File: src/rtl/tmb_consts.vh
/*
 * Constants of the timer base and port A pin select block: register
 * offsets, field positions, reset values and timing counts.
 * Assumes inclusion by the design, checker and bench files; definitions only.
 */
`ifndef TMB_CONSTS_VH
`define TMB_CONSTS_VH

// Register offsets on the 8-bit register port
`define TMB_A_PORTA_DATA 8'h00
`define TMB_A_PORTA_DIR  8'h01
`define TMB_A_C45_HI     8'h1e
`define TMB_A_C45_LO     8'h1f
`define TMB_A_COUNT_HI   8'h0e
`define TMB_A_COUNT_LO   8'h0f
`define TMB_A_MASK       8'h24
`define TMB_A_FLAG       8'h25
`define TMB_A_ACC_CTRL   8'h26

// Field positions
`define TMB_B_WRAP_FLAG  7
`define TMB_B_WRAP_EN    7
`define TMB_B_DIV_HI     1
`define TMB_B_DIV_LO     0
`define TMB_B_P3_CAPSEL  2

// Reset values
`define TMB_R_BYTE       8'h00
`define TMB_R_COUNT      16'h0000
`define TMB_R_DIV        2'h0

// Prescale divisor codes
`define TMB_DIV_1        2'h0
`define TMB_DIV_4        2'h1
`define TMB_DIV_8        2'h2
`define TMB_DIV_16       2'h3

// Low chain bits that must be all ones for a main tick
`define TMB_M_DIV_1      4'h0
`define TMB_M_DIV_4      4'h3
`define TMB_M_DIV_8      4'h7
`define TMB_M_DIV_16     4'hf

// Divisor write window after reset, in bus cycles
`define TMB_DIV_WINDOW   7'h40

// Post-scale taps: highest chain bit of each all-ones window
`define TMB_ACC_TOP      5
`define TMB_PER_TOP      12
`define TMB_WDG_TOP      14

`endif

File: src/rtl/tmb_top.v
/*
 * Timer base and port A pin select: prescaler, main timer tick,
 * 16-bit free-running counter with wrap flag and request, post-scaled
 * taps for accumulator, periodic interrupt and watchdog, and the port A
 * pin mux shared between general I/O and timer channels.
 * Assumes a synchronous register port (read data one cycle after the
 * read strobe), synchronous pin inputs and compare channel levels and
 * enables supplied by the capture/compare datapaths outside.
 */
// Decided for this implementation: strobed register access.
//
// Function
// - Divisor code selects prescale 1, 4, 8, 16
// - Main tick drives counter; bus cycles drive the chain
// - Counter starts at zero, wraps, keeps counting
// - Wrap flag set on all ones to zero
// - Normal mode ignores count register writes
// - Special mode allows count register read/write
// - Writing one clears flag, zero keeps it
// - Wrap request when flag and enable set
// - Normal mode: one divisor write, 64 cycles
// - Accumulator clock is bus clock over 64
// - Periodic clock is bus clock over 8192
// - Watchdog clock is periodic clock over four
// - Port read: pin level in, driver out
// - Timer pins latch writes, do not drive
// - Pins 0-2 capture, 4-6 compare, or GPIO
// - Pin 3 GPIO, capture 4, compare 5/1
// - Compare one drives pins 3-7; pin 7 accumulator
// - Pin 3 select: 0 compare five, 1 capture four
// - Output pin 3 plus capture: write captures
// - Input pin 3 or compare five: write ignored
`timescale 1ns/1ps
`include "tmb_consts.vh"

module tmb_top (
	// Clock and reset
	input  wire        sys_clk_i,
	input  wire        rst_i,
	// Operating mode: high in special modes
	input  wire        special_mode_i,
	// Register port
	input  wire [7:0]  addr_i,
	input  wire [7:0]  wdata_i,
	input  wire        wr_i,
	input  wire        rd_i,
	output wire [7:0]  rdata_o,
	// Port A pins
	input  wire [7:0]  porta_in_i,
	output wire [7:0]  porta_out_o,
	output wire [7:0]  porta_oe_o,
	// Compare channel levels, index 0 is channel one
	input  wire [4:0]  cmp_level_i,
	// Compare channels two to five have pin action enabled
	input  wire [3:0]  cmp_pin_en_i,
	// Compare channel one pin mask, bit 0 is pin 3
	input  wire [4:0]  cmp1_mask_i,
	// Capture channel four edge detection enabled
	input  wire        cap4_en_i,
	// Timebase ticks
	output wire        main_tick_o,
	output wire        accum_tick_o,
	output wire        periodic_tick_o,
	output wire        watchdog_tick_o,
	// Counter state
	output wire [15:0] free_run_count_o,
	output wire        wrap_irq_o,
	// Pin 3 role and shared register write effects
	output wire        pin3_capture_select_o,
	output wire        soft_capture_o,
	output wire        c45_write_o,
	output wire [7:0]  c45_wdata_o,
	output wire        c45_write_hi_o
);

	// Bus cycle chain, low bits feed the prescaler
	reg  [14:0] tick_chain_ff;
	// Free-running count
	reg  [15:0] free_run_count_ff;
	// Wrap flag and its enable
	reg         counter_wrap_flag_ff;
	reg         wrap_irq_enable_ff;
	// Divisor code and its lock
	reg  [1:0]  tick_divisor_select_ff;
	reg         div_locked_ff;
	// Cycles since reset, saturates at the window
	reg  [6:0]  win_cnt_ff;
	// Port A data latch and direction
	reg  [7:0]  porta_data_ff;
	reg  [7:0]  porta_direction_ff;
	// Accumulator control register
	reg  [7:0]  accum_ctrl_ff;
	// Registered pin drive
	reg  [7:0]  porta_out_ff;
	reg  [7:0]  porta_oe_ff;
	// Read data
	reg  [7:0]  rdata_ff;
	// Shared register write effects
	reg         soft_capture_ff;
	reg         c45_write_ff;
	reg         c45_write_hi_ff;
	reg  [7:0]  c45_wdata_ff;

	// Combinational terms
	reg  [3:0]  div_mask;
	wire        main_tick;
	wire        wrap_event;
	wire        wr_count_hi;
	wire        wr_count_lo;
	wire        wr_flag;
	wire        wr_mask;
	wire        div_write_ok;
	wire        pin3_dir;
	wire        capsel;
	wire        c45_access;
	wire        c45_accept;
	reg  [7:0]  nxt_rdata;
	// Per-pin timer ownership and timer level
	wire [7:0]  tmr_own;
	wire [7:0]  tmr_lvl;
	wire [7:0]  nxt_porta_out;
	wire [7:0]  nxt_porta_oe;

	// Chain mask for the selected divisor
	always @* begin
		case (tick_divisor_select_ff)
			`TMB_DIV_1: div_mask = `TMB_M_DIV_1;
			`TMB_DIV_4: div_mask = `TMB_M_DIV_4;
			`TMB_DIV_8: div_mask = `TMB_M_DIV_8;
			default:    div_mask = `TMB_M_DIV_16;
		endcase
	end

	// Main tick once per divisor bus cycles
	// The chain is never restarted on a divisor change, so the taps
	// below keep their rate whatever code software picks
	assign main_tick =
		((tick_chain_ff[3:0] & div_mask) == div_mask);

	// Bus cycle chain, free from reset
	always @(posedge sys_clk_i or posedge rst_i) begin
		if (rst_i) begin
			tick_chain_ff <= 15'h0000;
		end else begin
			tick_chain_ff <= tick_chain_ff + 15'h0001;
		end
	end

	// Post-scaled taps, each a subset of main ticks
	assign accum_tick_o = main_tick &
		(&tick_chain_ff[`TMB_ACC_TOP:0]);
	assign periodic_tick_o = main_tick &
		(&tick_chain_ff[`TMB_PER_TOP:0]);
	// Every fourth periodic tick
	assign watchdog_tick_o = main_tick &
		(&tick_chain_ff[`TMB_WDG_TOP:0]);
	assign main_tick_o = main_tick;

	// Register port decodes
	assign wr_count_hi = wr_i & (addr_i == `TMB_A_COUNT_HI);
	assign wr_count_lo = wr_i & (addr_i == `TMB_A_COUNT_LO);
	assign wr_flag     = wr_i & (addr_i == `TMB_A_FLAG);
	assign wr_mask     = wr_i & (addr_i == `TMB_A_MASK);

	// Wrap occurs on a tick from all ones
	assign wrap_event = main_tick &
		(free_run_count_ff == 16'hffff);

	// Free-running counter
	always @(posedge sys_clk_i or posedge rst_i) begin
		if (rst_i) begin
			free_run_count_ff <= `TMB_R_COUNT;
		end else if (special_mode_i & wr_count_hi) begin
			free_run_count_ff[15:8] <= wdata_i;
		end else if (special_mode_i & wr_count_lo) begin
			free_run_count_ff[7:0] <= wdata_i;
		end else if (main_tick) begin
			// Count by one, rolls to zero past all ones
			free_run_count_ff <=
				free_run_count_ff + 16'h0001;
		end
	end
	// Normal-mode writes to the count fall through above

	// Wrap flag, set wins over a same-cycle clear
	// A clear landing in the wrap cycle must not swallow the new
	// event, so the set branch is tested first
	always @(posedge sys_clk_i or posedge rst_i) begin
		if (rst_i) begin
			counter_wrap_flag_ff <= 1'b0;
		end else if (wrap_event) begin
			counter_wrap_flag_ff <= 1'b1;
		end else if (wr_flag & wdata_i[`TMB_B_WRAP_FLAG]) begin
			counter_wrap_flag_ff <= 1'b0;
		end
	end

	// Request follows flag and enable
	assign wrap_irq_o = counter_wrap_flag_ff &
		wrap_irq_enable_ff;

	// Divisor write allowed once inside the window, or in special
	// Special modes may rewrite the code at any time
	assign div_write_ok = special_mode_i |
		(~div_locked_ff & (win_cnt_ff < `TMB_DIV_WINDOW));

	// Cycles since reset, stops at the window length
	// Saturating keeps the counter small; once at the limit the
	// divisor stays locked in normal modes until the next reset
	always @(posedge sys_clk_i or posedge rst_i) begin
		if (rst_i) begin
			win_cnt_ff <= 7'h00;
		end else if (win_cnt_ff < `TMB_DIV_WINDOW) begin
			win_cnt_ff <= win_cnt_ff + 7'h01;
		end
	end

	// Mask register: enable bit and locked divisor
	always @(posedge sys_clk_i or posedge rst_i) begin
		if (rst_i) begin
			wrap_irq_enable_ff     <= 1'b0;
			tick_divisor_select_ff <= `TMB_R_DIV;
			div_locked_ff          <= 1'b0;
		end else if (wr_mask) begin
			wrap_irq_enable_ff <= wdata_i[`TMB_B_WRAP_EN];
			if (div_write_ok) begin
				// Take the code, then lock it
				tick_divisor_select_ff <=
					wdata_i[`TMB_B_DIV_HI:`TMB_B_DIV_LO];
				div_locked_ff <= 1'b1;
			end
		end
	end

	// Port A data, direction and accumulator control
	always @(posedge sys_clk_i or posedge rst_i) begin
		if (rst_i) begin
			porta_data_ff      <= `TMB_R_BYTE;
			porta_direction_ff <= `TMB_R_BYTE;
			accum_ctrl_ff      <= `TMB_R_BYTE;
		end else if (wr_i) begin
			case (addr_i)
				// Latched even for timer pins
				`TMB_A_PORTA_DATA: porta_data_ff <= wdata_i;
				`TMB_A_PORTA_DIR: porta_direction_ff <= wdata_i;
				`TMB_A_ACC_CTRL: accum_ctrl_ff <= wdata_i;
				default: ;
			endcase
		end
	end

	// Pin 3 role controls
	assign pin3_dir = porta_direction_ff[3];
	assign capsel   = accum_ctrl_ff[`TMB_B_P3_CAPSEL];
	assign pin3_capture_select_o = capsel;

	// Timer ownership: capture pins never taken for drive
	assign tmr_own[2:0] = 3'h0;
	// Pin 3: compare one, or compare five when not capture
	assign tmr_own[3] = cmp1_mask_i[0] |
		(~capsel & cmp_pin_en_i[3]);
	// Pins 4-6: compare two to four, or compare one
	assign tmr_own[6:4] = cmp_pin_en_i[2:0] |
		cmp1_mask_i[3:1];
	// Pin 7: compare one only, else GPIO or accumulator input
	assign tmr_own[7] = cmp1_mask_i[4];

	// Timer level: compare one overrides the other channel
	assign tmr_lvl[2:0] = 3'h0;
	assign tmr_lvl[3] = cmp1_mask_i[0] ?
		cmp_level_i[0] : cmp_level_i[4];
	assign tmr_lvl[7] = cmp_level_i[0];

	// Per-pin drive mux
	// Pins 0-2 stay with the data latch; capture needs no driver
	genvar gi;
	generate
		for (gi = 4; gi < 7; gi = gi + 1) begin : g_cmp_lvl
			// Compare one or own compare channel
			assign tmr_lvl[gi] = cmp1_mask_i[gi-3] ?
				cmp_level_i[0] : cmp_level_i[gi-3];
		end
		for (gi = 0; gi < 8; gi = gi + 1) begin : g_pin
			// Timer pins drive timer level, not the latch
			assign nxt_porta_out[gi] = tmr_own[gi] ?
				tmr_lvl[gi] : porta_data_ff[gi];
			assign nxt_porta_oe[gi] = tmr_own[gi] |
				porta_direction_ff[gi];
		end
	endgenerate

	// Registered pin drive
	// Registering keeps glitches of the channel inputs off the
	// pins, at the cost of one cycle of lag
	always @(posedge sys_clk_i or posedge rst_i) begin
		if (rst_i) begin
			porta_out_ff <= `TMB_R_BYTE;
			porta_oe_ff  <= `TMB_R_BYTE;
		end else begin
			porta_out_ff <= nxt_porta_out;
			porta_oe_ff  <= nxt_porta_oe;
		end
	end
	assign porta_out_o = porta_out_ff;
	assign porta_oe_o  = porta_oe_ff;

	// Shared capture four / compare five register writes
	assign c45_access = wr_i & ((addr_i == `TMB_A_C45_HI) |
		(addr_i == `TMB_A_C45_LO));
	// Software relies on direction and select matching
	assign c45_accept = c45_access & pin3_dir & capsel;

	// Write effects on the shared register
	// The byte and its half are staged on every access; only the
	// strobe tells the outside datapath whether to take them
	always @(posedge sys_clk_i or posedge rst_i) begin
		if (rst_i) begin
			soft_capture_ff <= 1'b0;
			c45_write_ff    <= 1'b0;
			c45_write_hi_ff <= 1'b0;
			c45_wdata_ff    <= `TMB_R_BYTE;
		end else begin
			// Output pin with capture on: forced capture
			soft_capture_ff <= c45_accept & cap4_en_i;
			// Passed on only when not refused
			c45_write_ff    <= c45_accept;
			if (c45_access) begin
				c45_write_hi_ff <= (addr_i == `TMB_A_C45_HI);
				c45_wdata_ff    <= wdata_i;
			end
		end
	end
	assign soft_capture_o = soft_capture_ff;
	assign c45_write_o    = c45_write_ff;
	assign c45_write_hi_o = c45_write_hi_ff;
	assign c45_wdata_o    = c45_wdata_ff;

	// Read mux
	always @* begin
		nxt_rdata = 8'h00;
		case (addr_i)
			// Pin level for inputs, driver level for outputs
			`TMB_A_PORTA_DATA: nxt_rdata = (porta_oe_ff &
				porta_out_ff) | (~porta_oe_ff & porta_in_i);
			`TMB_A_PORTA_DIR: nxt_rdata = porta_direction_ff;
			`TMB_A_COUNT_HI: nxt_rdata = free_run_count_ff[15:8];
			`TMB_A_COUNT_LO: nxt_rdata = free_run_count_ff[7:0];
			`TMB_A_FLAG: nxt_rdata[`TMB_B_WRAP_FLAG] =
				counter_wrap_flag_ff;
			`TMB_A_MASK: begin
				nxt_rdata[`TMB_B_WRAP_EN] = wrap_irq_enable_ff;
				nxt_rdata[`TMB_B_DIV_HI:`TMB_B_DIV_LO] =
					tick_divisor_select_ff;
			end
			`TMB_A_ACC_CTRL: nxt_rdata = accum_ctrl_ff;
			default: nxt_rdata = 8'h00;
		endcase
	end

	// Read data stands for one cycle after the strobe
	// Zero outside the answer cycle keeps stale data off the bus
	always @(posedge sys_clk_i or posedge rst_i) begin
		if (rst_i) begin
			rdata_ff <= 8'h00;
		end else if (rd_i) begin
			rdata_ff <= nxt_rdata;
		end else begin
			rdata_ff <= 8'h00;
		end
	end
	assign rdata_o = rdata_ff;
	assign free_run_count_o = free_run_count_ff;

endmodule // tmb_top

File: config.mk
export PLATFORM = sky130hd
export DESIGN_NAME = tmb_top
export DESIGN_NICKNAME = d
export VERILOG_FILES = /design/src/rtl/tmb_top.v
export VERILOG_INCLUDE_DIRS = /design/src /design/src/rtl
export SDC_FILE = /design/constraint.sdc
export NUM_CORES = 1
export LEC_CHECK = 0
export BUFFER_PORTS_ARGS = -buffer_cell sky130_fd_sc_hd__buf_4
export CAP_MARGIN = 20
export CORE_MARGIN = 2
export CORE_UTILIZATION = 25
export DETAILED_ROUTE_END_ITERATION = 10
export PLACE_DENSITY = 0.41
export SYNTH_ARGS = -nofsm -noshare
export SYNTH_HDL_FRONTEND = slang
export SYNTH_SLANG_ARGS = --single-unit
File: constraint.sdc
create_clock -name sys_clk_i -period 3.9 [get_ports sys_clk_i]
set_input_delay 0.78 -clock sys_clk_i [delete_from_list [all_inputs] [get_ports sys_clk_i]]
set_output_delay 0.78 -clock sys_clk_i [all_outputs]
set_load 0.01 [all_outputs]
== Word-level counts from Yosys, hierarchy flattened ==
Cells that the tools add are included.

* Register bits: 102
* Bits of input ports: 44
* Output and inout port bits: 57
* Logic and storage cells: 104

* Add/subtract/negate cells: 3
* Order comparisons: 1
* Equality and inequality tests: 13
* Mux-type cells: 20
* Bitwise gates (word level): 35
* Reduce and logical (&&, ||, !) cells: 14

{| class="wikitable"
|+ Operator list
! cell !! count
|-
| two-way mux 8 bit || 4
|-
| case mux 5 bit (5 select lines) || 1
|-
| equality test 8 x 6 -> 1 bit, second input constant || 3
|-
| bitwise AND 1 bit || 18
|-
| adder 16 x 1 -> 16 bit, second input constant || 1
|-
| bitwise AND 8 bit || 2
|-
| equality test 16 bit, second input constant || 1
|-
| equality test 8 x 4 -> 1 bit, second input constant || 2
|-
| equality test 8 x 5 -> 1 bit, second input constant || 2
|-
| two-way mux 16 bit || 1
|-
| adder 15 x 1 -> 15 bit, second input constant || 1
|-
| AND reduction 15 bit || 1
|-
| AND reduction 13 bit || 1
|-
| case mux 2 bit (6 select lines) || 1
|-
| case mux 4 bit (3 select lines) || 1
|-
| AND reduction 2 bit || 6
|-
| two-way mux 1 bit || 11
|-
| equality test 8 x 1 -> 1 bit, second input constant || 1
|-
| zero test 8 bit || 1
|-
| NOT 8 bit || 1
|-
| bitwise OR 1 bit || 8
|-
| bitwise OR 8 bit || 1
|-
| adder 7 x 1 -> 7 bit, second input constant || 1
|-
| < comparator 7 bit, second input constant || 1
|-
| other kinds (11) || 15
|}

== Depth between registers and ports, before layout ==
* Depth in word-level cells: 7
* Mapped depth: 8
* Depth with buffers taken out: 6

== Worst setup path before layout ==
No wires, ideal clock.

* Path type: register to output
* Start: register tick_chain_ff[6]
* End: output port watchdog_tick_o
* Data arrival time: 1.724 ns
* Data required time: 3.120 ns
* Path slack: 1.396 ns
* Stages on the path, launching flop included: 6
* Cell sequence: dfrtp_1 nand2_1 or3_1 or3_1 nor3_2 and3_1

* Word-level cells in the longest chain between the ends: 2

{| class="wikitable"
|+ RTL lines
! element !! RTL line !! text
|-
| start, declared || tmb_top.v:77 || <nowiki>reg [14:0] tick_chain_ff;</nowiki>
|-
| start signal, assigned || tmb_top.v:145 || <nowiki>tick_chain_ff <= tick_chain_ff + 15'h0001;</nowiki>
|-
| AND reduction 15 bit || tmb_top.v:156 || <nowiki>(&tick_chain_ff[`TMB_WDG_TOP:0]);</nowiki>
|-
| bitwise AND 1 bit || tmb_top.v:155 || <nowiki>assign watchdog_tick_o = main_tick &</nowiki>
|-
| end, declared || tmb_top.v:64 || <nowiki>output wire watchdog_tick_o,</nowiki>
|}

Every way passes these cells.

== Worst setup path after layout ==
* Start: register tick_divisor_select_ff[1]
* End: output port watchdog_tick_o

* Word-level cells in the longest chain between the ends: 5

{| class="wikitable"
|+ RTL lines
! element !! RTL line !! text
|-
| start, declared || tmb_top.v:84 || <nowiki>reg [1:0] tick_divisor_select_ff;</nowiki>
|-
| start signal, assigned || tmb_top.v:222 || <nowiki>tick_divisor_select_ff <= `TMB_R_DIV;</nowiki>
|-
| start signal, assigned || tmb_top.v:228 || <nowiki>tick_divisor_select_ff <=</nowiki>
|-
| equality test 2 bit, or another cell as far along || tmb_top.v:126 || <nowiki>case (tick_divisor_select_ff)</nowiki>
|-
| case mux 4 bit (3 select lines) * || tmb_top.v:126 ||
|-
| bitwise AND 4 bit || tmb_top.v:138 || <nowiki>((tick_chain_ff[3:0] & div_mask) == div_mask);</nowiki>
|-
| equality test 4 bit * || tmb_top.v:138 ||
|-
| bitwise AND 1 bit * || tmb_top.v:155 ||
|}

Mark *: on every way between the ends. The rest lies on a longest branch, timed or not.

==> results by group <==
Final layout
  – Multi-input logic area: roughly 0.0021 mm2
  – Fin nets: ~570
  – Reg area: approximately 0.0026 mm2
  – Fillers: 1900
  – Layout area overhead: 27.6%
  – Final Core Density: 32.6%
  – Layout cells sized above 1: 29.2%
  – Antenna fix cells: 0

Critical path
  – Max FO, Critical Path: 9
  – Crit-path slowest cell: o21ai_1
  – Critical path startpoint category: flop
  – Critical path type: reg -> out
  – Crit. End Element: output port
  – WP data required: 3120 ps
  – Critical Path, Cell by Cell: nor2b_1 > o21ai_1 > nand2_1 > nor3_2 > and3_1 > buf_4
  – Critical Path Max Stage Delay: ~500 ps
  – Worst EP arrival: between 2000 and 2500 ps

Routing
  – Routed wl met3: roughly 530 um
  – Highest metal used: met4
  – DRT iter0 DRCs: around 280
  – DRC Markers: 0
  – First drt pass iteration count: 4
  – Metal1 wirelength: between 6000 and 7000 um
  – Via density: a little under 5
  – Post-Route WL: around 14000 um
  – Drt wl/cell: approximately 18 um
  – Vias: 3641
  – Remaining antenna violation count: 0
  – Met2 WL: between 6000 and 7000 um

Pwr
  – Power density cells: between 400 and 500 mW/mm2
  – Maximum vdd drop: between 0.15 and 0.2 mV
  – Leakage power figure: around 2.9 nW
  – Total power: approximately 2.6 mW

Clocking
  – Root buffer cell: clkbuf_16
  – Clock buffer depth: 2
  – CTS tree: yes
  – Post-CTS Resized: 0
  – Clock sink count: 102
  – Worst-path clk slew: 70 ps
  – Number of buffers created by CTS: 9
  – Post-CTS Hold Buffers: 0
  – # H-tree levels: 3
  – Clk_lat worst skew: 350 ps
  – Post-CTS Setup Repair Bufs: 0

Flow run
  – Maxcap violations: 0

GRT
  – Pin count of the biggest net entering global routing: 63
  – Vias in the first global route: roughly 3700
  – Overflow after GRT: 0
  – Initial antenna violation count: 0
  – First-pass GRT wire length: roughly 21000 um
  – GRT Resource Usage Total: between 10% and 20%

Yosys
  – Predominant post-synthesis flop cell: dfrtp_1
  – Mapped Avg Cell Area: between 10 and 15 um2
  – Register bit total from synthesis: roughly 100
  – Yosys warns: 0
  – Library cells used by synthesis: 56
  – Syn Inst Count: between 400 and 500
  – Seq/Total Area, Yosys: 53.4%
  – Async set-reset flop share out of synthesis: between 90% and 100%
  – Mapped cell area: around 0.0048 mm2
  – Synthesized Nets: between 400 and 500
  – EDFF count, synth: 0

Min path
  – Worst hold path type: reg -> reg

Timing
  – Setup TNS: 0 ps
  – Final setup violation count: 0
  – Period utilization: between 70% and 80%
  – Setup repair after global routing missed its margin: false
  – Min cycle time layout: between 3000 and 4000 ps
  – Relative slew slack: about 47%
  – FMAX: approximately 330 MHz
  – Fin. Hold Viols: 0
  – Worst-Margin Slew: between 700 and 800 ps
  – Worst Skew: 5.29 ps
  – Pins Over Slew Limit: 0

Floorplan
  – Die area: slightly above 0.02 mm2
  – Num ports: between 100 and 150
  – Die height: 142 um
  – Die width: approximately 140 um
  – Std cell rows: 50
  – Starting Density: roughly a quarter
  – Core area: 0.0187 mm2

Placed design
  – Port Buffers: 100
  – GP Congestion: around 0.83
  – DP HPWL: approximately 10000 um

Outcome
  – Outcome: complete, no violations
==> per-stage QoR <==
| stage | hold slack (ps) | instance area, um2 | setup WS, ps | cells |
|---|---|---|---|---|
| 6_report | 375 | 6100 | 888 | 758 |
| 5_1_grt | 389 | 6100 | 692 | 758 |
| 4_1_cts | 377 | 6100 | 848 | 758 |
| 3_5_place_dp | 361 | 5790 | 1210 | 743 |
| 3_3_place_gp | 356 | 5790 | 1260 | 743 |
| 2_1_floorplan | 349 | 4780 | 445 | 419 |
==> Yosys cell counts, types with 4 or more instances <==
library cell	instances	area share [%]
o21ai_0	18	1.9
mux2_2	23	5.4
a31oi_1	8	1.0
nand3_1	14	1.5
nand4b_1	4	0.73
and3_1	8	1.0
a222oi_1	5	1.0
a21oi_1	6	0.63
clkbuf_1	4	0.31
a22o_1	8	1.5
xnor2_1	14	2.6
and2_1	5	0.65
inv_1	12	0.94
nor2_1	28	2.2
mux2_1	16	3.8
buf_2	7	0.73
dfrtp_1	102	53
nand2_1	33	2.6
xor2_1	9	1.6
nor3_1	8	0.84
nand4_1	10	1.3
mux2i_1	16	3.4
or3_1	12	1.6
==> kinds of logic (layout without fill, tap and decap cells) <==
| kind of cell | count (synthesis) | after routing | synth area share [%] |
|---|---|---|---|
| muxes | 55 | 55 | 12.5 |
| and+or+nand+nor | 148 | 148 | 17.6 |
| xor gates and xnor gates | 23 | 23 | 4.22 |
| DFF | 102 | 102 | 53.4 |
| AOI/OAI and AO/OA | 63 | 63 | 9.03 |
| buffers and inverters | 25 | 130 | 2.38 |
| adders and majority gates | 3 | 3 | 0.786 |
==> worst max-delay path: cells and delay by family, from the launching register on <==
| family | cells | cell delay, ps |
|---|---|---|
| and+or+nand+nor | 4 | 850 |
| AOI/OAI and AO/OA | 1 | 500 |
| DFF | 1 | 410 |
| buffers and inverters | 1 | 110 |
==> placed cells by master, fill, tap and decap left out, types with 9 or more instances in the layout <==
cell       count
inv_1         11
mux2_2        23
xor2_1         9
xnor2_1       14
buf_4        102
nand3_1       14
mux2_1        16
clkbuf_16      9
nand4_1       10
mux2i_1       16
or3_1         12
nor2_1        28
dfrtp_1      102
o21ai_0       18
nand2_1       33
==> final cells by class <==
cell class | instances | area share [%]
clock inverters | 4 | 1.19
repair buffers | 103 | 12.9
well taps | 234 | 4.80
flip-flops and latches | 102 | 41.9
inverters | 12 | 0.780
multi-input cells | 292 | 34.6
clock buffers | 11 | 3.82
==> path summary, 6_finish.rpt <==
kind / to / cells past startpoint / slack (ps) / from
max in group asynchronous: free_run_count_o[13] / 3 / 2610 / rst_i
min in group asynchronous: tick_chain_ff[14] / 2 / 570 / rst_i
max: watchdog_tick_o / 6 / 890 / tick_divisor_select_ff[1]
min reg2reg: porta_out_o[0] / 0 / 380 / porta_data_ff[0]
max reg2reg: free_run_count_o[5] / 5 / 1460 / tick_divisor_select_ff[1]
min: porta_out_o[0] / 0 / 380 / porta_data_ff[0]
==> state kept, by name, indices dropped and copies added, names as in the netlist <==
name	flops
rdata_o	8
soft_capture_o	1
c45_wdata_o	8
porta_data_ff	8
porta_direction_ff	8
c45_write_hi_o	1
accum_ctrl_ff	8
c45_write_o	1
tick_divisor_select_ff	2
tick_chain_ff	15
free_run_count_o	16
win_cnt_ff	7
porta_out_o	8
wrap_irq_enable_ff	1
porta_oe_o	8
counter_wrap_flag_ff	1
div_locked_ff	1
==> per-layer routing <==
metal / track usage, % / vias to the layer above
met5: 0 / -
met4: 5.37 / 0
met3: 2.86 / 14
met2: 21.9 / 92
met1: 19.5 / 1801
li1: - / 1734
==> report_power, final <==
part | internal, mW | switching (mW)
combinational | 0.192 | 0.208
clock | 0.558 | 0.390
sequential | 1.13 | 0.111
total | 1.88 | 0.710
No activity file was read; power rests on OpenSTA's default activity.
